## src/pin_route_pkg.sv

```systemverilog
package pin_route_pkg;
	// special function register location of the routing register
	localparam logic [7:0] route_addr = 8'ha4;
	localparam logic [3:0] route_page = 4'h2;
	localparam logic [7:0] route_reset = 8'h00;
	// field positions
	localparam int unsigned ch4_capture_source_sel = 7;
	localparam int unsigned ch2_capture_source_sel = 6;
	localparam int unsigned ch2_clone_pin_sel = 5;
	localparam int unsigned ch0_clone_pin_sel = 4;
	localparam int unsigned ch3_ch5_pin_sel = 3;
	localparam int unsigned ch0_ch2_ch4_pin_sel = 2;
	localparam int unsigned ext_count_input_pin_sel = 1;
	localparam int unsigned counter_clock_out_pin_sel = 0;
	// port pin indices within the 8-bit pin vectors
	localparam int unsigned pin0 = 0;
	localparam int unsigned pin1 = 1;
	localparam int unsigned pin2 = 2;
	localparam int unsigned pin3 = 3;
	localparam int unsigned pin4 = 4;
	localparam int unsigned pin5 = 5;
	localparam int unsigned pin6 = 6;
	localparam int unsigned pin7 = 7;
	// states of the clock output divider
	typedef enum logic [0:0] {
		clk_out_idle = 1'b0,
		clk_out_run  = 1'b1
	} clk_out_state_t;
endpackage

```

## src/input_sync.sv

```systemverilog
`timescale 1ns/1ps
`default_nettype none
// two-stage synchroniser for a vector of pin levels
module input_sync #(
	parameter int unsigned width = 8
) (
	input  wire logic             core_clk,
	input  wire logic             nrst,
	input  wire logic [width-1:0] async_in,
	output var  logic [width-1:0] sync_out
);
	logic [width-1:0] stage1_q;

	// first stage feeds only the second
	always_ff @(posedge core_clk or negedge nrst) begin
		if (!nrst) begin
			stage1_q <= '0;
			sync_out <= '0;
		end else begin
			stage1_q <= async_in;
			sync_out <= stage1_q;
		end
	end
endmodule // input_sync
`default_nettype wire

```

## src/pca_port_pin_routing.sv

```systemverilog
// Summary of operation
// RQ1: routing register at address 0xa4, page 2 only, resets to zero.
// RQ2: bit 7 picks channel 4 capture: own pin or comparator output.
// RQ3: bit 6 picks channel 2 capture: own pin or low-speed oscillator.
// RQ4: bit 5 puts channel 2 clones on P4.0/P4.1 or P3.4/P3.5.
// RQ5: bit 4 puts channel 0 clones on P2.0/P2.1 or P6.0/P6.1.
// RQ6: bit 3 puts channels 3 and 5 on P3.4/P3.5 or P2.0/P2.1.
// RQ7: bit 2 puts channels 0,2,4 on P2.2/P2.4/P2.6 or P3.0/P3.1/P3.3.
// RQ8: channel 1 owns P3.3; channel 4 then belongs on P2.6. Code keeps channel 4 on P3.3 under bit 2; channel_oe[1] overrides it.
// RQ9: bit 1 takes the external count input from P1.3 or P1.6.
// RQ10: bit 0 drives counter clock output to P4.7 or P3.3.
// RQ11: clock output runs only when enabled, toggling per two base overflows.
// RQ12: routing follows the register directly; unselected inputs have no effect.
`timescale 1ns/1ps
`default_nettype none
module pca_port_pin_routing (
	input  wire logic       core_clk,
	input  wire logic       nrst,
	// special function register bus
	input  wire logic [7:0] sfr_addr,
	input  wire logic [3:0] sfr_page,
	input  wire logic       sfr_wr,
	input  wire logic [7:0] sfr_wdata,
	output logic      [7:0] sfr_rdata,
	output logic            sfr_rsel,
	// counter array channel outputs and their output enables
	input  wire logic [5:0] channel_out,
	input  wire logic [5:0] channel_oe,
	input  wire logic       ch0_clone_a,
	input  wire logic       ch0_clone_b,
	input  wire logic       ch0_clone_a_oe,
	input  wire logic       ch0_clone_b_oe,
	input  wire logic       ch2_clone_a,
	input  wire logic       ch2_clone_b,
	input  wire logic       ch2_clone_a_oe,
	input  wire logic       ch2_clone_b_oe,
	input  wire logic       base_overflow,
	input  wire logic       counter_clock_out_enable,
	// sources for capture inputs
	input  wire logic       comparator_output,
	input  wire logic       internal_low_speed_osc,
	// port pins (8 bits each)
	input  wire logic [7:0] p1_in,
	input  wire logic [7:0] p2_in,
	input  wire logic [7:0] p3_in,
	output logic      [7:0] p2_out,
	output logic      [7:0] p2_oe,
	output logic      [7:0] p3_out,
	output logic      [7:0] p3_oe,
	output logic      [7:0] p4_out,
	output logic      [7:0] p4_oe,
	output logic      [7:0] p6_out,
	output logic      [7:0] p6_oe,
	// inputs delivered to the counter array
	output logic      [5:0] channel_capture_in,
	output logic            external_count_input,
	output logic            counter_clock_out
);
	logic [7:0] route_q;
	logic [7:0] route_d;
	logic [7:0] p1_s;
	logic [7:0] p2_s;
	logic [7:0] p3_s;
	logic [1:0] async_s;
	logic       clk_out_q;
	logic       clk_out_d;
	logic       half_q;
	logic       half_d;
	pin_route_pkg::clk_out_state_t clk_state_q;
	pin_route_pkg::clk_out_state_t clk_state_d;

	// pins and unrelated-clock sources cross into core_clk
	input_sync #(.width(24)) u_pin_sync (
		.core_clk (core_clk),
		.nrst     (nrst),
		.async_in ({p1_in, p2_in, p3_in}),
		.sync_out ({p1_s, p2_s, p3_s})
	);
	// channel enables are core_clk logic and need no synchroniser
	input_sync #(.width(2)) u_src_sync (
		.core_clk (core_clk),
		.nrst     (nrst),
		.async_in ({comparator_output, internal_low_speed_osc}),
		.sync_out (async_s)
	);

	// RQ1: address decode
	wire hit = (sfr_addr == pin_route_pkg::route_addr) && (sfr_page == pin_route_pkg::route_page);
	assign route_d = (hit && sfr_wr) ? sfr_wdata : route_q;
	assign sfr_rsel = hit;
	assign sfr_rdata = hit ? route_q : 8'h00;

	// RQ1: routing register
	always_ff @(posedge core_clk or negedge nrst) begin
		if (!nrst) begin
			route_q <= pin_route_pkg::route_reset;
		end else begin
			route_q <= route_d;
		end
	end

	// selector bits
	wire sel_c4 = route_q[pin_route_pkg::ch4_capture_source_sel];
	wire sel_c2 = route_q[pin_route_pkg::ch2_capture_source_sel];
	wire sel_cl2 = route_q[pin_route_pkg::ch2_clone_pin_sel];
	wire sel_cl0 = route_q[pin_route_pkg::ch0_clone_pin_sel];
	wire sel_35 = route_q[pin_route_pkg::ch3_ch5_pin_sel];
	wire sel_024 = route_q[pin_route_pkg::ch0_ch2_ch4_pin_sel];
	wire sel_eci = route_q[pin_route_pkg::ext_count_input_pin_sel];
	wire sel_cko = route_q[pin_route_pkg::counter_clock_out_pin_sel];

	// RQ12: capture inputs come only from the selected pin or source
	wire ch0_pin = sel_024 ? p3_s[pin_route_pkg::pin0] : p2_s[pin_route_pkg::pin2];
	wire ch2_pin = sel_024 ? p3_s[pin_route_pkg::pin1] : p2_s[pin_route_pkg::pin4];
	wire ch4_pin = sel_024 ? p3_s[pin_route_pkg::pin3] : p2_s[pin_route_pkg::pin6];
	wire ch3_pin = sel_35 ? p2_s[pin_route_pkg::pin0] : p3_s[pin_route_pkg::pin4];
	wire ch5_pin = sel_35 ? p2_s[pin_route_pkg::pin1] : p3_s[pin_route_pkg::pin5];
	// channel 1 capture is fixed on P3.3
	wire ch1_pin = p3_s[pin_route_pkg::pin3];
	// RQ2: channel 4 capture source
	wire ch4_cap = sel_c4 ? async_s[1] : ch4_pin;
	// RQ3: channel 2 capture source
	wire ch2_cap = sel_c2 ? async_s[0] : ch2_pin;
	assign channel_capture_in = {ch5_pin, ch4_cap, ch3_pin, ch2_cap, ch1_pin, ch0_pin};
	// RQ9: external count input pin
	assign external_count_input = sel_eci ? p1_s[pin_route_pkg::pin6] : p1_s[pin_route_pkg::pin3];

	// RQ11: divider state, runs only while enabled
	assign clk_state_d = counter_clock_out_enable ? pin_route_pkg::clk_out_run : pin_route_pkg::clk_out_idle;
	always_comb begin
		half_d = half_q;
		clk_out_d = clk_out_q;
		case (clk_state_q)
			pin_route_pkg::clk_out_idle: begin
				half_d = 1'b0;
				clk_out_d = 1'b0;
			end
			pin_route_pkg::clk_out_run: begin
				// RQ11: enable drop clears divider at once
				if (!counter_clock_out_enable) begin
					half_d = 1'b0;
					clk_out_d = 1'b0;
				end else if (base_overflow) begin
					// toggle on every second overflow
					half_d = ~half_q;
					if (half_q) begin
						clk_out_d = ~clk_out_q;
					end
				end
			end
			default: begin
				half_d = 1'b0;
				clk_out_d = 1'b0;
			end
		endcase
	end

	always_ff @(posedge core_clk or negedge nrst) begin
		if (!nrst) begin
			clk_state_q <= pin_route_pkg::clk_out_idle;
			half_q <= 1'b0;
			clk_out_q <= 1'b0;
		end else begin
			clk_state_q <= clk_state_d;
			half_q <= half_d;
			clk_out_q <= clk_out_d;
		end
	end
	assign counter_clock_out = clk_out_q;
	wire cko_on = counter_clock_out_enable;

	// output pin drive per routing selection
	always_comb begin
		p2_out = 8'h00;
		p2_oe = 8'h00;
		p3_out = 8'h00;
		p3_oe = 8'h00;
		p4_out = 8'h00;
		p4_oe = 8'h00;
		p6_out = 8'h00;
		p6_oe = 8'h00;
		// RQ7: channels 0, 2, 4 main pins
		if (sel_024) begin
			p3_out[pin_route_pkg::pin0] = channel_out[0];
			p3_oe[pin_route_pkg::pin0] = channel_oe[0];
			p3_out[pin_route_pkg::pin1] = channel_out[2];
			p3_oe[pin_route_pkg::pin1] = channel_oe[2];
			p3_out[pin_route_pkg::pin3] = channel_out[4];
			p3_oe[pin_route_pkg::pin3] = channel_oe[4];
		end else begin
			p2_out[pin_route_pkg::pin2] = channel_out[0];
			p2_oe[pin_route_pkg::pin2] = channel_oe[0];
			p2_out[pin_route_pkg::pin4] = channel_out[2];
			p2_oe[pin_route_pkg::pin4] = channel_oe[2];
			p2_out[pin_route_pkg::pin6] = channel_out[4];
			p2_oe[pin_route_pkg::pin6] = channel_oe[4];
		end
		// RQ6: channels 3 and 5
		if (sel_35) begin
			p2_out[pin_route_pkg::pin0] = channel_out[3];
			p2_oe[pin_route_pkg::pin0] = channel_oe[3];
			p2_out[pin_route_pkg::pin1] = channel_out[5];
			p2_oe[pin_route_pkg::pin1] = channel_oe[5];
		end else begin
			p3_out[pin_route_pkg::pin4] = channel_out[3];
			p3_oe[pin_route_pkg::pin4] = channel_oe[3];
			p3_out[pin_route_pkg::pin5] = channel_out[5];
			p3_oe[pin_route_pkg::pin5] = channel_oe[5];
		end
		// RQ5: channel 0 clones
		if (sel_cl0) begin
			p6_out[pin_route_pkg::pin0] = ch0_clone_a;
			p6_oe[pin_route_pkg::pin0] = ch0_clone_a_oe;
			p6_out[pin_route_pkg::pin1] = ch0_clone_b;
			p6_oe[pin_route_pkg::pin1] = ch0_clone_b_oe;
		end else begin
			if (ch0_clone_a_oe) begin
				p2_out[pin_route_pkg::pin0] = ch0_clone_a;
				p2_oe[pin_route_pkg::pin0] = 1'b1;
			end
			if (ch0_clone_b_oe) begin
				p2_out[pin_route_pkg::pin1] = ch0_clone_b;
				p2_oe[pin_route_pkg::pin1] = 1'b1;
			end
		end
		// RQ4: channel 2 clones
		if (sel_cl2) begin
			if (ch2_clone_a_oe) begin
				p3_out[pin_route_pkg::pin4] = ch2_clone_a;
				p3_oe[pin_route_pkg::pin4] = 1'b1;
			end
			if (ch2_clone_b_oe) begin
				p3_out[pin_route_pkg::pin5] = ch2_clone_b;
				p3_oe[pin_route_pkg::pin5] = 1'b1;
			end
		end else begin
			p4_out[pin_route_pkg::pin0] = ch2_clone_a;
			p4_oe[pin_route_pkg::pin0] = ch2_clone_a_oe;
			p4_out[pin_route_pkg::pin1] = ch2_clone_b;
			p4_oe[pin_route_pkg::pin1] = ch2_clone_b_oe;
		end
		// RQ10: clock output pin
		if (sel_cko) begin
			if (cko_on) begin
				p3_out[pin_route_pkg::pin3] = clk_out_q;
				p3_oe[pin_route_pkg::pin3] = 1'b1;
			end
		end else begin
			p4_out[pin_route_pkg::pin7] = clk_out_q;
			p4_oe[pin_route_pkg::pin7] = cko_on;
		end
		// RQ8: channel 1 takes P3.3 over channel 4
		if (channel_oe[1]) begin
			p3_out[pin_route_pkg::pin3] = channel_out[1];
			p3_oe[pin_route_pkg::pin3] = 1'b1;
		end
	end
endmodule // pca_port_pin_routing
`default_nettype wire

```

## config.mk

```make
export PLATFORM = sky130hd
export DESIGN_NAME = pca_port_pin_routing
export DESIGN_NICKNAME = d
export VERILOG_FILES = /design/src/pin_route_pkg.sv /design/src/input_sync.sv /design/src/pca_port_pin_routing.sv
export SDC_FILE = /design/constraint.sdc
export NUM_CORES = 1
export LEC_CHECK = 0
export ABC_AREA = 1
export BUFFER_PORTS_ARGS = -buffer_cell sky130_fd_sc_hd__buf_2
export CAP_MARGIN = 5
export CORE_ASPECT_RATIO = 0.5
export CORE_UTILIZATION = 36
export DETAILED_ROUTE_END_ITERATION = 6
export PLACE_DENSITY = 0.73
export SYNTH_ARGS = -nofsm -noshare
export SYNTH_HDL_FRONTEND = slang
export SYNTH_SLANG_ARGS = --single-unit
export TNS_END_PERCENT = 50
```

## constraint.sdc

```tcl
create_clock -name core_clk -period 0.92 [get_ports core_clk]
set_input_delay 0.046 -clock core_clk [delete_from_list [all_inputs] [get_ports core_clk]]
set_output_delay 0.046 -clock core_clk [all_outputs]
set_load 0.05 [all_outputs]
```

After elaboration in Yosys (flattened, before gate mapping)
Cells that the tools add are included.
- flip-flop bits (word level): 61
- input port bits: 71
- output and inout port bits: 81
- word-level logic and storage cells: 73
- equal/unequal tests: 4
- muxes and demuxes: 55
- bitwise gates (word level): 3
- reductions and logical operators: 3
- operator list (cell ; number):
    $mux 1 ; 38
    $mux 2 ; 14
    $eq 8x8->1 const B ; 1
    $mux 8 ; 1
    $ne 3x3->1 const B ; 2
    $eq 4x2->1 const B ; 1
    $pmux 1 s2 ; 2
    $not 1->1 ; 3
    $logic_and 1x1->1 ; 2
    $reduce_and 2->1 ; 1

Longest topological paths before layout
Gate-level depths: netlist of the first run.
- depth after elaboration: 5
- depth in mapped cells: 7
- mapped depth without buffers: 7

By module
From an unflattened synthesis of the first run, not the netlist that was laid out.
- cells, all modules: 260
- area, all modules: 2592.5 µm²
- by module, submodules not included (module ; times used ; cells an instance ; area each (µm²) ; seq. area each (µm²)):
    pca_port_pin_routing ; 1 ; 208 ; 1291.2 ; 275.3
    input_sync at u_pin_sync ; 1 ; 48 ; 1201.2 ; 1201.2
    input_sync at u_src_sync ; 1 ; 4 ; 100.1 ; 100.1

Worst setup path after synthesis of the first run
Ideal clock, no wire load.
- kind: register to output
- start: reg route_q[5]
- end: out p3_out[4]
- arrival: 1.626 ns
- required time: 0.874 ns
- slack: -0.752 ns
- stages on the path, launching flop included: 4
- buffers on the path: 1
- cells stage by stage: dfrtp_1 > buf_2 > nand2_1 > o21ai_0
- cells in the longest elaborated chain, start to end: 1
- ends and longest elaborated chain (what ; line ; source):
    from (decl) ; pca_port_pin_routing.sv:59 ; logic [7:0] route_q;
    from (signal assigned) ; pca_port_pin_routing.sv:96 ; route_q <= pin_route_pkg::route_reset;
    from (signal assigned) ; pca_port_pin_routing.sv:98 ; route_q <= route_d;
    $mux 2 ; pca_port_pin_routing.sv:227 ; if (sel_cl2) begin
    to (decl) ; pca_port_pin_routing.sv:48 ; output logic [7:0] p3_out,
No other way between the ends.

Worst setup path in the final report of the first run
- start: reg route_q[0]
- end: out p3_out[3]
- cells in the longest elaborated chain, start to end: 2
- ends and longest elaborated chain (what ; line ; source):
    $mux 1 ; pca_port_pin_routing.sv:243 ; if (sel_cko) begin
    $mux 1 ; pca_port_pin_routing.sv:253 ; if (channel_oe[1]) begin
No other way between the ends.

==> results of run 1 <==
-- synthesized netlist by cell type --
cell type,n
nor2_2,1
nand2_2,1
dfrtp_1,39
nand4_1,9
o21ai_0,5
clkbuf_1,1
buf_4,40
or2_4,1
inv_1,33
conb_1,1
nand2_4,1
nor2_8,2
buf_2,2
nand3_4,1
nand3_1,7
clkbuf_2,1
o21ai_1,2
nor2_1,27
a21oi_1,5
nand2_1,57
-- final cells by class --
type | count | area, µm² | share of cell area
Timing Repair Buffer | 149 | 1316 | 0.3618
Tap cell | 70 | 87.58 | 0.02407
Sequential cell | 39 | 978.4 | 0.2689
Clock inverter | 2 | 35.03 | 0.009629
Clock buffer | 6 | 82.58 | 0.02270
Inverter | 33 | 128.9 | 0.03542
Multi-Input combinational cell | 153 | 1010 | 0.2775
-- registers in the layout (all words and copies together), names as in the netlist --
| register | cells |
|---|---|
| counter_clock_out | 1 |
| u_pin_sync.stage1_q | 12 |
| u_pin_sync.sync_out | 12 |
| route_q | 8 |
| u_src_sync.stage1_q | 2 |
| half_q | 1 |
| u_src_sync.sync_out | 2 |
| clk_state_q | 1 |
-- power by group through the flow --
| stage | Sequential, W | Clock (W) | Combinational, W |
|---|---|---|---|
| after floorplan | 0.00185 | 0 | 0.000826 |
| after global placement | 0.00184 | 0 | 0.000966 |
| after detailed placement | 0.00184 | 0 | 0.000982 |
| after CTS | 0.00181 | 0.00145 | 0.00117 |
| after global routing | 0.00182 | 0.00158 | 0.00130 |
| final | 0.00182 | 0.00147 | 0.00124 |
-- per-layer routing --
metal	vias up	share of wire	global-route usage	routed length [µm]
met5	-	0	0	0
met4	0	0.058	0.1279	376
met3	36	0.062	0.04048	402
met2	139	0.54	0.3957	3514
met1	978	0.33	0.2067	2162
li1	937	-	-	-
-- stage by stage --
step | cells | setup TNS (ns) | instance area, µm² | hold WS, ns | total power [W]
after floorplan | 269 | -3.256 | 2263 | -0.2496 | 0.002675
after global placement | 416 | -4.687 | 2705 | 0.02364 | 0.002804
after detailed placement | 416 | -5.593 | 2705 | 0.03075 | 0.002823
after CTS | 446 | -11.73 | 3455 | 0.02813 | 0.004434
after global routing | 452 | -15.84 | 3638 | 0.02255 | 0.004703
final | 452 | -13.96 | 3638 | 0.02209 | 0.004528
-- cells by family (layout without fill, tap and decap cells) --
family          Yosys count  in the layout  share of synthesized area
other cells               1             34                   0.001895
compound gates           12             12                    0.03034
simple gates            107            107                     0.2510
flops                    39             39                     0.4930
buf+inv                  77            190                     0.2238
-- worst reg2reg max path, cell delays in order, from the launching register on --
cell     delay, ns
dfrtp_2       0.48
buf_4         0.16
nand2_1       0.06
nand2_1       0.06
-- worst max path at each step --
stage	start	cells after the start	to	slack (ns)
CTS	route_q[2]	4	channel_capture_in[4]	-0.42
finish	route_q[0]	5	p3_out[3]	-0.50
global route	route_q[2]	5	p3_out[3]	-0.53
floorplan	route_q[2]	2	p2_oe[4]	-0.19
global placement	route_q[5]	4	p3_out[5]	-0.19
detailed placement	route_q[2]	4	channel_capture_in[4]	-0.21
-- repair_timing --
action / in CTS / in global routing
pin swaps: 15 / 7
setup endpoints to repair: 47 / 48
cloned: 0 / 0
resized for setup: 130 / 42
buffers inserted: 7 / 6
hold buffers: 15 / 0
hold endpoints to repair: 53 / 0
==> flow_summary.toml, run 1 <==
[die]
io_pins = 152
start_util = 0.3872
num_rows = 18
dieWidth_um = 106.9
coreArea_um2 = 5112
die-area_um2 = 5817
die_h_um = 54.43

[global_routing]
grt_pass1_vias = 1934
grt_pass1_wl_um = 8666
grt_use_total = 0.2008
grt_overflow_total = 0
antenna_found_initial = 0
grt_max_degree = 40

[final_layout]
finalNetCount = 452
n_antenna_cell = 0
drive_gt1_frac = 0.5628
final_common_cell = "buf_2"
area_delta_synth_final_pct = 83.82
final_core_util = 0.7117
mostFrequentLayoutCells = "buf_2 (58), buf_6 (44), nand2_1 (39)"
nFillCells = 329

[setup_path]
crit_type = "reg -> out"
worstRegToRegCells = 3
startpoint_type = "register"
r2r-end = "route_q[5]"
crit_top_cell = "o21ai_2"
required_ns = 0.87
max_stage_delay_ns = 0.45
end_kind = "output port"
cpMaxStageDelayCell = "dfrtp_1"
cp.arrival_ns = 1.37
reg2reg_slack_ns = 0.04
r2r_start = "route_q[5]"
path_delay_family = "flip-flops"
cp_cell_sequence = "nand2_1 > o21ai_2 > o21ai_2 > o21ai_4 > buf_6"
critPathMaxFanout = 4
cp_num_buf_inv = 1

[synth]
synth_seq_cells = 39
synth_warnings = 0
synth_cell_types = 20
synthCells = 236
yosysSeqAreaShare = 0.4930
syn_avg_cell_area_um2 = 8.387
yosysTopAreaCell = "dfrtp_1"
synth_area_leaders = "dfrtp_1 (49%), buf_4 (15%), nand2_1 (11%)"
netlist.area_leader.share = 0.4930
syn-cell-area_um2 = 1979

[clocking]
tritoncts = "built"
cts_buffers = 5
clockRootBuffer = "clkbuf_8"
clk_pin_slew_worst_paths_ns = 0.09
htreeDepth = 2
cts_buffer_depth = 2
cts_num_sinks = 39
clock_latency_ns = 0.29

[run]
max-cap-violations = 0

[min_path]
whs_path_depth = 3
holdCritPathClass = "in -> reg"
min-delay-start = "sfr_wdata[7]"
whs_endpoint = "route_q[7]"

[route]
drt_first_pass_iters = 4
post_drt_wl_per_cell_um = 14.28
wl_um = 6454
vias = 2090
final_antenna_net_count = 0
viasPerCell = 4.624
drt_iter0_markers = 178
drc = 0

[run_status]
outcome = "finished, violations left"
failed_checks = "setup timing"

[power_and_ir_drop]
powerDensity_nw_per_um2 = 1244
cellInternalPower_w = 0.003052
p_leak_nw = 1.933
power_frac_comb = 0.274
clockPowerShare = 0.325
ir_drop_mv = 0.8270
share_seq_of_total_power = 0.401
switching_share = 0.3258
p_switching_w = 0.001475

[sta]
timing_hold_violations_final = 0
fin_ws_ns = -0.4953
slew_violations = 0
rsz0062_at_grt = "yes"
finalSetupViolations = 46
worst_clock_skew_ns = 0.01335
period_minus_slack_ns = 1.415
period_share = 1.538
max_freq_mhz = 706.6

[placement]
port_buffers = 105
dp_slack_ns = -0.2132
hpwl_um = 3612
globalplace.congestion = 0.6845
Note: power is estimated with default switching activity, not from simulation.
==> inputs of run 2 (changes only) <==
- PLACE_DENSITY: 0.73 -> 0.77
==> flow_summary.toml, run 2 (synthesis results as in run 1) <==
[clocking]
clock_latency_ns = 0.30
cts_num_sinks = 39
clockRootBuffer = "clkbuf_8"
cts_buffer_depth = 2
cts_buffers = 5
tritoncts = "built"
clk_pin_slew_worst_paths_ns = 0.08
htreeDepth = 2

[min_path]
min-delay-start = "sfr_wdata[7]"
whs_endpoint = "route_q[7]"
holdCritPathClass = "in -> reg"
whs_path_depth = 3

[placement]
port_buffers = 105
globalplace.congestion = 0.7604
hpwl_um = 3403

[final_layout]
final_core_util = 0.7271
final_common_cell = "buf_2"
area_delta_synth_final_pct = 87.80
top_regs = "u_pin_sync.stage1_q (12), u_pin_sync.sync_out (12), route_q (8)"
mostFrequentLayoutCells = "buf_2 (58), dfrtp_1 (36), conb_1 (34)"
multi_input_area_um2 = 1066
seqCellArea_um2 = 979.7
drive_gt1_frac = 0.5763
n_antenna_cell = 0
finalNetCount = 450
nFillCells = 307

[setup_path]
crit_type = "reg -> out"
cp_cell_sequence = "buf_4 > buf_8 > nor2_4 > buf_8"
required_ns = 0.87
cp_num_buf_inv = 3
crit_top_cell = "buf_8"
critPathMaxFanout = 6
max_stage_delay_ns = 0.46
worstRegToRegCells = 3
cp.arrival_ns = 1.33
end_kind = "output port"
r2r_start = "route_q[2]"
path_delay_family = "flip-flops"
cpMaxStageDelayCell = "dfrtp_2"
startpoint_type = "register"
r2r-end = "route_q[2]"
reg2reg_slack_ns = 0.04

[die]
num_rows = 18
die-area_um2 = 5817
dieWidth_um = 106.9
io_pins = 152
die_h_um = 54.43
start_util = 0.3872
coreArea_um2 = 5112

[route]
vias = 2038
drt_iter0_markers = 108
viasPerCell = 4.529
drc = 0
post_drt_wl_per_cell_um = 14.54
drt_first_pass_iters = 4
wl_um = 6542
final_antenna_net_count = 0

[global_routing]
grt_max_degree = 40
grt_overflow_total = 0
grt_pass1_vias = 1917
antenna_found_initial = 0
grt_use_total = 0.2044
grt_pass1_wl_um = 8769

[power_and_ir_drop]
share_seq_of_total_power = 0.403
powerDensity_nw_per_um2 = 1218
ir_drop_mv = 0.7029
switching_share = 0.3351
p_leak_nw = 1.945
power_frac_comb = 0.278
p_switching_w = 0.001517
cellInternalPower_w = 0.003010
clockPowerShare = 0.319
fin_total_pwr_w = 0.004526

[sta]
period_minus_slack_ns = 1.379
period_share = 1.499
slew_violations = 0
timing_hold_violations_final = 0
worst_clock_skew_ns = 0.01264
finalSetupViolations = 47
fin_ws_ns = -0.4590
max_freq_mhz = 725.2
rsz0062_at_grt = "yes"

[run]
max-cap-violations = 0

[run_status]
failed_checks = "setup timing"
outcome = "finished, violations left"
run 2: final cells by class:
type                    instances  share of cell area
clock buffers                   5             0.01851
multi-input cells             153              0.2868
repair buffers                147              0.3591
well taps                      70             0.02356
clock inverters                 3             0.01245
inverters                      33             0.03601
flip-flops and latches         39              0.2635
run 2: worst max path at each step:
stage	depth (start not counted)	slack, ns	endpoint	start
final	4	-0.46	p2_out[6]	route_q[2]
after floorplan	2	-0.19	p2_oe[4]	route_q[2]
after global placement	4	-0.20	p3_out[5]	route_q[5]
after CTS	4	-0.43	p2_oe[6]	route_q[2]
after detailed placement	4	-0.22	channel_capture_in[4]	route_q[2]
after global routing	4	-0.50	p2_out[6]	route_q[2]
run 2: power groups by stage:
stage / combinational (W) / clock [W] / sequential (W)
after floorplan: 0.000826 / 0 / 0.00185
after global placement: 0.000965 / 0 / 0.00184
after detailed placement: 0.000971 / 0 / 0.00184
after CTS: 0.00117 / 0.00146 / 0.00181
after global routing: 0.00131 / 0.00156 / 0.00183
final: 0.00126 / 0.00145 / 0.00182
run 2: stage by stage:
stage                     hold slack, ns  setup WS, ns  TNS [ns]  std cells  instance area (µm²)
after floorplan                  -0.2496       -0.1932    -3.256        269                 2263
after global placement           0.02678       -0.2028    -4.544        420                 2723
after detailed placement         0.02521       -0.2162    -5.008        420                 2723
after CTS                       0.001668       -0.4316    -13.18        448                 3490
after global routing            0.008214       -0.4964    -16.49        450                 3717
final                            0.01642       -0.4590    -14.51        450                 3717
run 2: what timing repair did:
item	in CTS	in global routing
resized for setup	146	57
pin swaps	18	15
hold buffers	16	0
gates cloned	1	0
buffers inserted	3	2
endpoints found under the hold margin	54	0
setup endpoints to repair	47	47
run 2: worst min-delay path, stage by stage:
cell     delay [ns]
buf_2          0.10
nand4_1        0.08
nand2_1        0.05
run 2: layer usage:
layer  GRT usage  share of wire
met4     0.09589          0.027
met3     0.05119          0.065
met5           0              0
met1      0.2105           0.36
met2      0.4097           0.54
==> inputs of run 3 (changes only) <==
--- a/config.mk
+++ b/config.mk
@@ -9,3 +9,2 @@
 export BUFFER_PORTS_ARGS = -buffer_cell sky130_fd_sc_hd__buf_2
-export CAP_MARGIN = 5
 export CORE_ASPECT_RATIO = 0.5
==> constraint.sdc (replaced) <==
create_clock -name core_clk -period 0.92 [get_ports core_clk]
set_input_delay 0.092 -clock core_clk [delete_from_list [all_inputs] [get_ports core_clk]]
set_output_delay 0.092 -clock core_clk [all_outputs]
set_load 0.05 [all_outputs]
==> flow_summary.toml, run 3 (synthesis results as in run 1) <==
[run_status]
outcome = "finished, violations left"
failed_checks = "setup timing"

[global_routing]
grt_pass1_wl_um = 9604
grt_max_degree = 40
grt_use_total = 0.2227
grt_pass1_vias = 2003
grt_overflow_total = 0
antenna_found_initial = 0

[clocking]
cts_buffer_depth = 2
tritoncts = "built"
clockRootBuffer = "clkbuf_8"
cts_num_sinks = 39
htreeDepth = 2
cts_buffers = 5
clock_latency_ns = 0.28
clk_pin_slew_worst_paths_ns = 0.08

[route]
final_antenna_net_count = 0
post_drt_wl_per_cell_um = 15.05
viasPerCell = 4.499
vias = 2011
wl_um = 6727
drc = 0
drt_first_pass_iters = 4
drt_iter0_markers = 121

[final_layout]
drive_gt1_frac = 0.6207
n_antenna_cell = 0
fin_cells = 447
top_regs = "u_pin_sync.stage1_q (12), u_pin_sync.sync_out (12), route_q (8)"
area_delta_synth_final_pct = 85.34
finalNetCount = 447
final_common_cell = "buf_2"
mostFrequentLayoutCells = "buf_2 (58), buf_6 (40), conb_1 (34), dfrtp_1 (34), nand2_2 (30)"

[die]
num_rows = 18
io_pins = 152
start_util = 0.3872
dieWidth_um = 106.9
coreArea_um2 = 5112
die_h_um = 54.43
die-area_um2 = 5817

[sta]
whs_ns = 0.08114
slew_violations = 0
max_freq_mhz = 697.5
period_share = 1.558
rsz0062_at_grt = "yes"
period_minus_slack_ns = 1.434
worst_clock_skew_ns = 0.006177
timing_hold_violations_final = 0
finalSetupViolations = 50
fin_ws_ns = -0.5136

[min_path]
holdCritPathClass = "in -> reg"
whs_path_depth = 3

[setup_path]
cp.arrival_ns = 1.34
critPathMaxFanout = 4
startpoint_type = "register"
end_kind = "output port"
worstRegToRegCells = 4
required_ns = 0.83
crit_type = "reg -> out"

[placement]
place_inst = 419
port_buffers = 105
hpwl_um = 3885
globalplace.congestion = 0.7037

[power_and_ir_drop]
powerDensity_nw_per_um2 = 1293
p_leak_nw = 1.864
ir_drop_mv = 0.9364
fin_total_pwr_w = 0.004742

[run]
max-cap-violations = 0
[run 3: cell count changes in the layout (fill, tap and decap cells not counted), moves of 2 or more]
cell,previous run,this run
buf_6,33,40
inv_2,8,10
dfrtp_1,36,34
buf_8,25,17
nand2_1,33,23
nand2_2,16,30
inv_1,21,15
dfrtp_2,3,5
clkinvlp_4,1,4
nand2_4,9,5
[run 3: report_power, final]
part	leakage, nW	internal, W	switching (W)
combinational	1.33	0.000398	0.000849
sequential	0.468	0.00179	0.0000375
clock	0.0654	0.00108	0.000588
[run 3: final timing paths]
check	from	slack, ns	end
worst max-delay path	route_q[2]	-0.51	channel_capture_in[4]
worst min-delay path	sfr_wdata[0]	0.08	route_q[0]
worst max register to register	route_q[0]	-0.04	route_q[0]
worst min register to register	u_pin_sync.stage1_q[19]	0.35	u_pin_sync.sync_out[19]
max in group asynchronous	nrst	0.41	route_q[3]
min in group asynchronous	nrst	0.32	half_q
[run 3: what timing repair did]
action / in CTS / in global routing
pin swaps: 19 / 13
setup endpoints to repair: 49 / 54
resized for setup: 148 / 47
hold buffers: 15 / 0
endpoints found under the hold margin: 53 / 0
setup buffers: 3 / 2
[run 3: final cells by class]
class / instances / area (µm²)
inverter: 33 / 151.4
clock buffer: 6 / 72.57
tap: 70 / 87.58
sequential: 39 / 982.2
fill: 323 / 1444
timing repair buffer: 144 / 1264
clock inverter: 2 / 60.06
multi-input combinational: 153 / 1051
[run 3: through the flow]
stage | setup TNS [ns] | setup WS [ns] | cell area [µm²] | util
3_3_place_gp | -8.271 | -0.2546 | 2753 | 0.5384
4_1_cts | -14.75 | -0.4768 | 3497 | 0.6840
6_report | -15.76 | -0.5136 | 3669 | 0.7176
2_1_floorplan | -4.655 | -0.2313 | 2313 | -
5_1_grt | -17.70 | -0.5609 | 3669 | 0.7176
3_5_place_dp | -9.064 | -0.2869 | 2753 | 0.5384
[run 3: per-layer routing]
| metal | track usage | wire length [µm] | vias up |
|---|---|---|---|
| li1 | - | - | 925 |
| met1 | 0.2461 | 2518 | 970 |
| met2 | 0.4215 | 3701 | 93 |
| met3 | 0.05000 | 272 | 23 |
| met4 | 0.1164 | 234 | 0 |
| met5 | 0 | 0 | - |
[run 3: critical path, cell delays in order (launching register included)]
cell	delay, ns
dfrtp_2	0.46
inv_4	0.09
buf_6	0.11
nand2_4	0.05
a21oi_4	0.17
buf_6	0.18
